<file path="src/include/uart_pkg.sv">
/*
 * Shared constants and types for the serial port block: register
 * indices and byte addresses, control register layout, interrupt bits,
 * receiver states and divider counts.
 * Assumes a 32-bit APB with 12-bit byte addresses; each register
 * takes one aligned word at four times its index.
 */
`default_nettype none

package uart_pkg;

    // Address width of the register bus
    localparam int ADDR_W = 12;

    // Register indices; byte address is four times the index
    localparam logic [9:0] IDX_CONTROL = 10'h098;
    localparam logic [9:0] IDX_DATA = 10'h099;
    localparam logic [9:0] IDX_IRQ_STATUS = 10'h09A;
    localparam logic [9:0] IDX_IRQ_MASK = 10'h09B;
    localparam logic [9:0] IDX_BAUD_SEL = 10'h09C;
    localparam logic [11:0] ADDR_CONTROL = {IDX_CONTROL, 2'b00};
    localparam logic [11:0] ADDR_DATA = {IDX_DATA, 2'b00};
    localparam logic [11:0] ADDR_IRQ_STATUS = {IDX_IRQ_STATUS, 2'b00};
    localparam logic [11:0] ADDR_IRQ_MASK = {IDX_IRQ_MASK, 2'b00};
    localparam logic [11:0] ADDR_BAUD_SEL = {IDX_BAUD_SEL, 2'b00};

    // Reset values
    localparam logic [7:0] CONTROL_RST = 8'h00;
    localparam logic [7:0] DATA_RST = 8'h00;

    // Interrupt status and mask bits
    localparam int IRQ_RX = 0;
    localparam int IRQ_TX = 1;
    localparam int IRQ_LOST = 2;
    localparam int IRQ_W = 3;

    // Baud select bits: set picks the second timer
    localparam int BAUD_TX_T2 = 0;
    localparam int BAUD_RX_T2 = 1;

    // Oversampling and divider counts
    localparam int OS_PER_BIT = 16;
    localparam logic [3:0] OS_MID = 4'h7;
    localparam logic [3:0] OS_LAST = 4'hF;
    localparam int M0_HALF = 6;
    localparam int M2_OS_DIV = 2;
    localparam logic [3:0] M0_BITS = 4'h8;

    // Operating modes
    typedef enum logic [1:0] {
        MODE_SHIFT = 2'b00,
        MODE_8BIT = 2'b01,
        MODE_9FIX = 2'b10,
        MODE_9VAR = 2'b11
    } mode_t;

    // Control register layout, bit 7 first
    typedef struct packed {
        mode_t mode;
        logic multiprocessor_enable;
        logic receive_enable;
        logic transmit_ninth_bit;
        logic receive_ninth_bit;
        logic transmit_done_flag;
        logic receive_done_flag;
    } control_t;

    // Asynchronous receiver states
    typedef enum logic [1:0] {
        RX_IDLE = 2'b00,
        RX_START = 2'b01,
        RX_DATA = 2'b10,
        RX_STOP = 2'b11
    } rx_state_t;

endpackage

`default_nettype wire

</file>
<file path="src/hw/pulse_divider.sv">
/*
 * Pulse divider: emits one tick for every DIV enable pulses.
 * Assumes enable pulses are synchronous to pclk; clr restarts the count.
 */
`timescale 1ns/1ps
`default_nettype none

module pulse_divider #(
    parameter int DIV = 16
) (
    // Clock and reset
    input wire logic pclk,
    input wire logic presetn,
    // Control
    input wire logic clr,
    input wire logic en,
    // Result
    output logic tick
);

    localparam int W = (DIV > 1) ? $clog2(DIV) : 1;
    localparam logic [W-1:0] LAST = W'(DIV - 1);

    // A zero divide has no meaning
    if (DIV < 1)
    begin : g_bad_div
        $error("pulse_divider: DIV must be at least 1");
    end

    // Count of enable pulses seen
    logic [W-1:0] cnt;

    assign tick = en && (cnt == LAST);

    // Restart on clear so the first tick is a full period away
    always_ff @(posedge pclk or negedge presetn)
    begin
        if (!presetn)
            cnt <= '0;
        else if (clr || tick)
            cnt <= '0;
        else if (en)
            cnt <= cnt + 1'b1;
    end

endmodule // pulse_divider

`default_nettype wire

</file>
<file path="src/hw/uart_serial_port.sv">
/*
 * Serial port: shift register mode, 8-bit and 9-bit asynchronous modes,
 * control and data buffer registers, sticky interrupt status on APB.
 * Assumes timer overflow inputs are one-cycle pulses and all pins are
 * synchronous to pclk; the RxD pin buffer is resolved outside.
 */
`timescale 1ns/1ps
`default_nettype none

module uart_serial_port #(
    parameter int MODE0_HALF = uart_pkg::M0_HALF,
    parameter int MODE2_OS_DIV = uart_pkg::M2_OS_DIV
) (
    // Clock and reset
    input wire logic pclk,
    input wire logic presetn,
    // APB slave
    input wire logic psel,
    input wire logic penable,
    input wire logic pwrite,
    input wire logic [uart_pkg::ADDR_W-1:0] paddr,
    input wire logic [31:0] pwdata,
    output logic [31:0] prdata,
    output logic pready,
    output logic pslverr,
    // Timer overflow pulses
    input wire logic timer1_overflow,
    input wire logic timer2_overflow,
    // Serial pins
    input wire logic rxd_in,
    output logic rxd_out,
    output logic rxd_oe,
    output logic txd,
    // Interrupt
    output logic irq
);

    if (MODE0_HALF < 1 || MODE2_OS_DIV < 1)
    begin : g_bad_param
        $error("uart_serial_port: dividers must be at least 1");
    end

    // Registers
    uart_pkg::control_t control;        // Mode, enables, flags
    logic [7:0] rx_buffer;              // Receive side of data buffer
    logic [uart_pkg::IRQ_W-1:0] irq_status;
    logic [uart_pkg::IRQ_W-1:0] irq_mask;
    logic [1:0] baud_sel;               // Timer choice per direction

    // APB decode
    wire apb_access = psel && penable;
    wire wr = apb_access && pwrite;
    wire hit_control = (paddr == uart_pkg::ADDR_CONTROL);
    wire hit_data = (paddr == uart_pkg::ADDR_DATA);
    wire hit_status = (paddr == uart_pkg::ADDR_IRQ_STATUS);
    wire hit_mask = (paddr == uart_pkg::ADDR_IRQ_MASK);
    wire hit_baud = (paddr == uart_pkg::ADDR_BAUD_SEL);
    wire hit_any = hit_control | hit_data | hit_status | hit_mask
        | hit_baud;
    wire wr_control = wr && hit_control;
    wire wr_data = wr && hit_data;      // Loads transmitter
    wire wr_status = wr && hit_status;

    // Mode decode
    wire mode0 = (control.mode == uart_pkg::MODE_SHIFT);
    wire nine = control.mode[1];

    // Zero wait states; unmapped addresses answer with an error
    assign pready = 1'b1;
    assign pslverr = apb_access && !hit_any;
    assign prdata = hit_control ? {24'h00_0000, control}
        : hit_data ? {24'h00_0000, rx_buffer}   // Separate register
        : hit_status ? {29'h0000_0000, irq_status}
        : hit_mask ? {29'h0000_0000, irq_mask}
        : hit_baud ? {30'h0000_0000, baud_sel}
        : 32'h0000_0000;

    // Oversample ticks; mode 2 runs from a fixed core divider
    logic fixed_os;
    wire tx_os = (control.mode == uart_pkg::MODE_9FIX) ? fixed_os
        : baud_sel[uart_pkg::BAUD_TX_T2] ? timer2_overflow
        : timer1_overflow;
    wire rx_os = (control.mode == uart_pkg::MODE_9FIX) ? fixed_os
        : baud_sel[uart_pkg::BAUD_RX_T2] ? timer2_overflow
        : timer1_overflow;

    // Asynchronous transmitter
    logic tx_busy;
    logic [10:0] tx_sr;                 // Start, data, ninth, stop
    logic [3:0] tx_cnt;                 // Bits already sent
    logic tx_bit;                       // One bit time elapsed
    wire tx_load = wr_data && !mode0 && !tx_busy;
    wire [3:0] tx_frame = nine ? 4'hB : 4'hA;
    wire tx_stop_begin = tx_bit && (tx_cnt == tx_frame - 4'h2);
    wire tx_end = tx_bit && (tx_cnt == tx_frame - 4'h1);

    // Sixteen oversample ticks make one transmitted bit
    pulse_divider #(.DIV(uart_pkg::OS_PER_BIT)) u_tx_bit (
        .pclk(pclk),
        .presetn(presetn),
        .clr(!tx_busy),
        .en(tx_os),
        .tick(tx_bit)
    );

    // Mode 2 oversample clock from the core clock
    pulse_divider #(.DIV(MODE2_OS_DIV)) u_fixed_os (
        .pclk(pclk),
        .presetn(presetn),
        .clr(1'b0),
        .en(1'b1),
        .tick(fixed_os)
    );

    // Frame shift register; writes while busy are ignored
    always_ff @(posedge pclk or negedge presetn)
    begin
        if (!presetn)
        begin
            tx_busy <= 1'b0;
            tx_sr <= 11'h7FF;
            tx_cnt <= 4'h0;
        end
        else if (tx_load)
        begin
            // Ninth slot: stop bit in mode 1, software bit otherwise
            tx_sr <= {1'b1, nine ? control.transmit_ninth_bit : 1'b1,
                pwdata[7:0], 1'b0};
            tx_busy <= 1'b1;
            tx_cnt <= 4'h0;
        end
        else if (tx_bit)
        begin
            tx_sr <= {1'b1, tx_sr[10:1]};               // LSB first
            tx_cnt <= tx_cnt + 4'h1;
            if (tx_end)
                tx_busy <= 1'b0;
        end
    end

    // Mode 0 shift engine
    logic m0_busy;
    logic m0_rx;                        // Direction of current transfer
    logic m0_phase;                     // Clock low, then high
    logic [7:0] m0_sr;
    logic [3:0] m0_cnt;
    logic m0_half;
    wire m0_tx_load = wr_data && mode0 && !m0_busy;
    wire m0_rx_load = mode0 && !m0_busy && !wr_data
        && control.receive_enable
        && !control.receive_done_flag;
    localparam logic [3:0] M0_LAST = uart_pkg::M0_BITS - 4'h1;
    wire m0_done = m0_half && m0_phase && (m0_cnt == M0_LAST);

    pulse_divider #(.DIV(MODE0_HALF)) u_m0_half (
        .pclk(pclk),
        .presetn(presetn),
        .clr(!m0_busy),
        .en(1'b1),
        .tick(m0_half)
    );

    // Sample on the rising clock edge, shift out on the falling one
    always_ff @(posedge pclk or negedge presetn)
    begin
        if (!presetn)
        begin
            m0_busy <= 1'b0;
            m0_rx <= 1'b0;
            m0_phase <= 1'b0;
            m0_sr <= 8'h00;
            m0_cnt <= 4'h0;
        end
        else if (m0_tx_load || m0_rx_load)
        begin
            m0_busy <= 1'b1;
            m0_rx <= m0_rx_load;
            m0_phase <= 1'b0;
            m0_sr <= m0_tx_load ? pwdata[7:0] : 8'h00;
            m0_cnt <= 4'h0;
        end
        else if (m0_half)
        begin
            m0_phase <= !m0_phase;
            if (!m0_phase && m0_rx)
                m0_sr <= {rxd_in, m0_sr[7:1]};
            if (m0_phase)
            begin
                if (!m0_rx)
                    m0_sr <= {1'b0, m0_sr[7:1]};        // LSB first
                m0_cnt <= m0_cnt + 4'h1;
                if (m0_done)
                    m0_busy <= 1'b0;
            end
        end
    end

    // Asynchronous receiver
    uart_pkg::rx_state_t rx_state;
    uart_pkg::rx_state_t next_rx_state;
    logic rx_prev;                      // Pin level at last oversample
    logic [3:0] os_cnt;
    logic [3:0] rx_cnt;
    logic [8:0] rx_sr;
    wire [3:0] rx_bits = nine ? 4'h9 : 4'h8;
    wire rx_fall = rx_os && rx_prev && !rxd_in;
    wire rx_centre = rx_os && (os_cnt == uart_pkg::OS_LAST);
    wire start_mid = rx_os && (os_cnt == uart_pkg::OS_MID);
    wire rx_finish = (rx_state == uart_pkg::RX_STOP) && rx_centre;
    wire [7:0] rx_byte = nine ? rx_sr[7:0] : rx_sr[8:1];
    // Stop bit qualifies mode 1, ninth bit the 9-bit modes
    wire rx_qual = nine ? rx_sr[8] : rxd_in;
    wire rx_accept = rx_finish && !mode0
        && (!control.multiprocessor_enable || rx_qual);
    // Unread byte overwritten by the new one
    wire rx_lost = rx_accept && control.receive_done_flag;

    // Next state of the asynchronous receiver
    always_comb
    begin
        next_rx_state = rx_state;
        unique case (rx_state)
            uart_pkg::RX_IDLE:
                if (!mode0 && control.receive_enable && rx_fall)
                    next_rx_state = uart_pkg::RX_START;
            uart_pkg::RX_START:
                if (start_mid)
                    next_rx_state = rxd_in ? uart_pkg::RX_IDLE
                        : uart_pkg::RX_DATA;
            uart_pkg::RX_DATA:
                if (rx_centre && rx_cnt == rx_bits - 4'h1)
                    next_rx_state = uart_pkg::RX_STOP;
            uart_pkg::RX_STOP:
                if (rx_centre)
                    next_rx_state = uart_pkg::RX_IDLE;
        endcase
    end

    // Sixteen oversamples per bit; after the start check each
    // count of sixteen lands on a bit centre
    always_ff @(posedge pclk or negedge presetn)
    begin
        if (!presetn)
        begin
            rx_state <= uart_pkg::RX_IDLE;
            rx_prev <= 1'b1;
            os_cnt <= 4'h0;
            rx_cnt <= 4'h0;
            rx_sr <= 9'h000;
        end
        else
        begin
            rx_state <= next_rx_state;
            if (rx_os)
                rx_prev <= rxd_in;
            if (rx_state == uart_pkg::RX_IDLE || start_mid
                && rx_state == uart_pkg::RX_START)
                os_cnt <= 4'h0;
            else if (rx_os)
                os_cnt <= os_cnt + 4'h1;
            if (rx_state != uart_pkg::RX_DATA)
                rx_cnt <= 4'h0;
            else if (rx_centre)
            begin
                rx_sr <= {rxd_in, rx_sr[8:1]};
                rx_cnt <= rx_cnt + 4'h1;
            end
        end
    end

    // Flags and registers
    wire tx_flag_set = tx_stop_begin || (m0_done && !m0_rx);
    wire rx_flag_set = rx_accept || (m0_done && m0_rx);
    wire [uart_pkg::IRQ_W-1:0] irq_event = {rx_lost, tx_flag_set,
        rx_flag_set};
    wire [uart_pkg::IRQ_W-1:0] irq_clear = wr_status
        ? pwdata[uart_pkg::IRQ_W-1:0] : '0;
    wire [uart_pkg::IRQ_W-1:0] next_irq_status =
        (irq_status & ~irq_clear) | irq_event;           // Set wins
    wire [7:0] w = pwdata[7:0];
    // Hardware set wins over a software write of zero
    wire next_tx_flag = tx_flag_set
        || (wr_control ? w[1] : control.transmit_done_flag);
    wire next_rx_flag = rx_flag_set
        || (wr_control ? w[0] : control.receive_done_flag);
    wire next_rx_ninth = rx_accept ? (nine ? rx_sr[8] : rxd_in)
        : wr_control ? w[2] : control.receive_ninth_bit;

    // Control register: software fields plus hardware-set flags
    always_ff @(posedge pclk or negedge presetn)
    begin
        if (!presetn)
            control <= uart_pkg::control_t'(uart_pkg::CONTROL_RST);
        else
        begin
            if (wr_control)
            begin
                control.mode <= uart_pkg::mode_t'(w[7:6]);
                control.multiprocessor_enable <= w[5];
                control.receive_enable <= w[4];
                control.transmit_ninth_bit <= w[3];
            end
            control.receive_ninth_bit <= next_rx_ninth;
            control.transmit_done_flag <= next_tx_flag;
            control.receive_done_flag <= next_rx_flag;
        end
    end

    // Receive buffer and own registers
    always_ff @(posedge pclk or negedge presetn)
    begin
        if (!presetn)
        begin
            rx_buffer <= uart_pkg::DATA_RST;
            irq_status <= '0;
            irq_mask <= '0;
            baud_sel <= 2'b00;
        end
        else
        begin
            if (rx_accept)
                rx_buffer <= rx_byte;
            else if (m0_done && m0_rx)
                rx_buffer <= m0_sr;
            irq_status <= next_irq_status;
            if (wr && hit_mask)
                irq_mask <= pwdata[uart_pkg::IRQ_W-1:0];
            if (wr && hit_baud)
                baud_sel <= pwdata[1:0];
        end
    end

    // Pins: mode 0 drives transmit data on RxD and the shift clock on TxD
    assign rxd_oe = mode0 && m0_busy && !m0_rx;
    assign rxd_out = rxd_oe && m0_sr[0];
    assign txd = mode0 ? (!m0_busy || m0_phase)
        : (!tx_busy || tx_sr[0]);
    assign irq = |(irq_status & irq_mask);
endmodule // uart_serial_port

`default_nettype wire

</file>
<file path="config.mk">
export PLATFORM = sky130hd
export DESIGN_NAME = uart_serial_port
export DESIGN_NICKNAME = d
export VERILOG_FILES = /design/src/include/uart_pkg.sv /design/src/hw/pulse_divider.sv /design/src/hw/uart_serial_port.sv
export SDC_FILE = /design/constraint.sdc
export NUM_CORES = 1
export LEC_CHECK = 0
export BUFFER_PORTS_ARGS = -buffer_cell sky130_fd_sc_hd__buf_2
export CAP_MARGIN = 10
export CORE_MARGIN = 3
export CORE_UTILIZATION = 60
export DETAILED_ROUTE_END_ITERATION = 16
export PLACE_DENSITY = 0.94
export SLEW_MARGIN = 20
export SYNTH_ARGS = -nofsm -noshare
export SYNTH_HDL_FRONTEND = slang
export SYNTH_SLANG_ARGS = --single-unit
</file>
<file path="constraint.sdc">
create_clock -name pclk -period 3 [get_ports pclk]
set_input_delay 0.15 -clock pclk [delete_from_list [all_inputs] [get_ports pclk]]
set_output_delay 0.15 -clock pclk [all_outputs]
set_load 0.02 [all_outputs]
</file>
==> out/metrics.yaml <==
cts_buffer_depth: 2
antenna_cells: 0
hp-class: "input pin to register"
htreeDepth: 3
worst_slew_pin_slew_ps: 783
die_h_um: 97.0
cts-root-buf: "clkbuf_8"
critical_path_class: "register to output port"
fin_cells: 601
ys_ff_latch: 82
total_power_mw: 2.15
dp_hpwl_um: 7940
ios: 90
netlist_area_mm2: 0.00497
final_nets: 553
syn_to_final_growth_pct: 7.40
drc_errors: 0
fin_area_mm2: 0.00534
routed_wl_um: 11000
leakage_nw: 2.34
synth_top_flop_cell: "dfrtp_1"
clk_pin_slew_ps: 90
synthArstFlopShare_pct: 100
cts_setup_buffers: 0
end_kind: "output port"
status: "complete, no violations"
gp_congestion: 0.917
vias: 3742
via_per_inst: 6.23
synthDominantCellAreaShare_pct: 35.7
reg2reg_to: "rx_buffer[1]$_DFFE_PN0P_"
start_util_pct: 63.1
synth_most_common_cell: "dfrtp_1"
period_minus_slack_ps: 2380
p_switching_mw: 0.534
timing.rr.start: "u_m0_half.cnt[1]$_DFF_PN0_"
hold_viol_final: 0
post-route-util_pct: 67.7
synth_commonest_cells: "dfrtp_1 (71), mux2_2 (40), mux2i_1 (35)"
clock_skew_ps: 11.5
clock_latency_ps: 370
tns_ps: 0
relSlewSlack_pct: 47.4
grt_overflow: 0
cts_buffers: 9
syn_inst: 464
worstSetupStartpointType: "register"
wl_per_cell_um: 18.3
holdPathEnd: "control[7]$_DFFE_PN0P_"
synth.area.top_cells: "dfrtp_1 (36%), mux2_2 (9.1%), mux2i_1 (7.0%)"
fp.coreArea_mm2: 0.00789
grt_use_total_pct: 23.3
cp_data_required_time_ps: 2850
r2r_slack_ps: 710
antenna_found_initial: 0
yosysWarnings: 0
clkPwrFrac_pct: 42.7
p_int_mw: 1.62
worstHoldStart: "pwdata[7]"
ir_worst_vdd_v: 0.000227
path_max_fanout: 17
place_area_mm2: 0.00510
drt_iter0_drc: 281
avgSynthCellArea_um2: 10.7
rr_worst_depth: 6
placement_rows: 32
setup-violations-final: 0
die_w_um: 97.0
max-cap-violations: 0
layout-drive-gt1-share_pct: 26.5
cts_sinks: 82
fmax_mhz: 421
cts_tree: "built"
yosys.area.top_type: "dfrtp_1"
drv_slew: 0
dpl.cell_count: 584
powerDensity_mw_per_mm2: 403
die-area_mm2: 0.00942
fin_crit_sh_pct: 79.2
firstDrtPassIters: 4
p_comb_share_pct: 5.7
final_antenna_net_count: 0
p_sw_share_pct: 24.9
grt_pass1_wl_um: 17900
pwr-share-seq_pct: 51.7
synth_cell_types: 74
port_buffers: 40
rsz0062_at_grt: "no"
grt_pass1_vias: 3764
grt_max_degree: 83
hold_path_depth: 2
synth_edf_count: 0
crit_arrival_ps: 2230
synth-seq-area-share_pct: 41.5
-- placed cells by master, fill, tap and decap left out, types with 3 or more instances in the layout --
cell       n
and2_1     5
dfrtp_1   71
nor3_1     6
a211o_1    3
mux2_4     3
mux2_2    40
or3_1      6
nor2_1    15
xnor2_1    6
nand2_1   15
nor3b_1    3
conb_1    25
nand3_1   19
nand2b_1   5
nor2b_1    7
a22o_1     7
dfstp_2   11
nand4b_1   4
nand3b_1   7
mux2i_1   35
o211ai_1   4
and3_1     5
buf_4      4
a211oi_1  19
ha_1       7
buf_2     39
a21oi_1   18
inv_1     11
xor2_1     5
clkbuf_8   9
o21ai_0   23
-- worst max-delay path, cell delays in order (launching register included) --
cell	delay [ps]
dfrtp_1	540
buf_4	290
nor2_1	500
and3_1	250
and2_1	120
buf_2	150
-- cells by family (layout without fill, tap and decap cells) --
| logic type | count (synthesis) | in the layout | synth area share [%] |
|---|---|---|---|
| flops | 82 | 82 | 41.5 |
| simple gates | 123 | 123 | 16.2 |
| buf+inv | 60 | 72 | 7.22 |
| mux | 78 | 78 | 17.0 |
| fa+ha+maj | 7 | 7 | 1.76 |
| xor+xnor | 11 | 11 | 1.94 |
| other cells | 2 | 25 | 0.151 |
| compound gates | 101 | 101 | 14.2 |
-- per-stage QoR --
step / hold slack (ps) / worst slack [ps]
4_1_cts: 45.7 / 677
3_3_place_gp: 371 / 863
2_1_floorplan: -146 / 1020
5_1_grt: 49.2 / 502
3_5_place_dp: 383 / 693
6_report: 50.8 / 623
-- what timing repair did --
item | 4_1_cts | 5_1_grt
gates resized for setup | 0 | 0
hold endpoints to repair | 45 | 0
hold buffers | 1 | 0
-- power groups by stage --
| stage | Sequential, mW | Combinational, mW | Clock (mW) |
|---|---|---|---|
| after floorplan | 1.13 | 0.0880 | 0 |
| after global placement | 1.13 | 0.116 | 0 |
| after detailed placement | 1.13 | 0.119 | 0 |
| after CTS | 1.11 | 0.121 | 0.923 |
| after global routing | 1.11 | 0.134 | 0.975 |
| final | 1.11 | 0.122 | 0.917 |
-- sequential cells by signal, indices dropped and copies added, names as in the netlist, 2 cells and up, named ones only --
signal and flops:
m0_cnt 4, rx_cnt 4, tx_sr 10, rx_sr 9
tx_cnt 4, m0_sr 8, rx_buffer 8, control 8
irq_mask 3, os_cnt 4, irq_status 3, u_tx_bit.cnt 4
baud_sel 2, u_m0_half.cnt 3
-- final cells by class --
| cell class | count | area, um2 |
|---|---|---|
| sequential | 82 | 2070 |
| timing repair buffer | 45 | 246 |
| tap | 102 | 128 |
| fill | 593 | 2550 |
| inverter | 11 | 41.3 |
| multi-input combinational | 345 | 2640 |
| clock buffer | 9 | 124 |
| clock inverter | 7 | 101 |
-- how the worst max path moves through the flow --
stage	cells after the start	start	slack, ps	to
2_1_floorplan	6	control[6]$_DFFE_PN0P_	1020	tx_sr[8]$_DFFE_PN1P_
3_3_place_gp	6	u_m0_half.cnt[1]$_DFF_PN0_	860	rx_buffer[4]$_DFFE_PN0P_
3_5_place_dp	6	u_m0_half.cnt[1]$_DFF_PN0_	690	rx_buffer[1]$_DFFE_PN0P_
4_1_cts	5	control[7]$_DFFE_PN0P_	680	rxd_out
5_1_grt	6	u_m0_half.cnt[1]$_DFF_PN0_	500	rx_buffer[1]$_DFFE_PN0P_
6_report	5	control[7]$_DFFE_PN0P_	620	rxd_out
-- routing by layer --
metal / part of all wire [%] / routed length [um] / track usage, % / up-vias
met2: 52 / 5670 / 41.2 / 124
met5: 0 / 0 / 0 / -
met4: 3.1 / 341 / 11.6 / 0
met1: 40 / 4370 / 27.9 / 1857
li1: - / - / - / 1725
met3: 5.4 / 590 / 2.88 / 36
No activity file was read; power rests on OpenSTA's default activity.
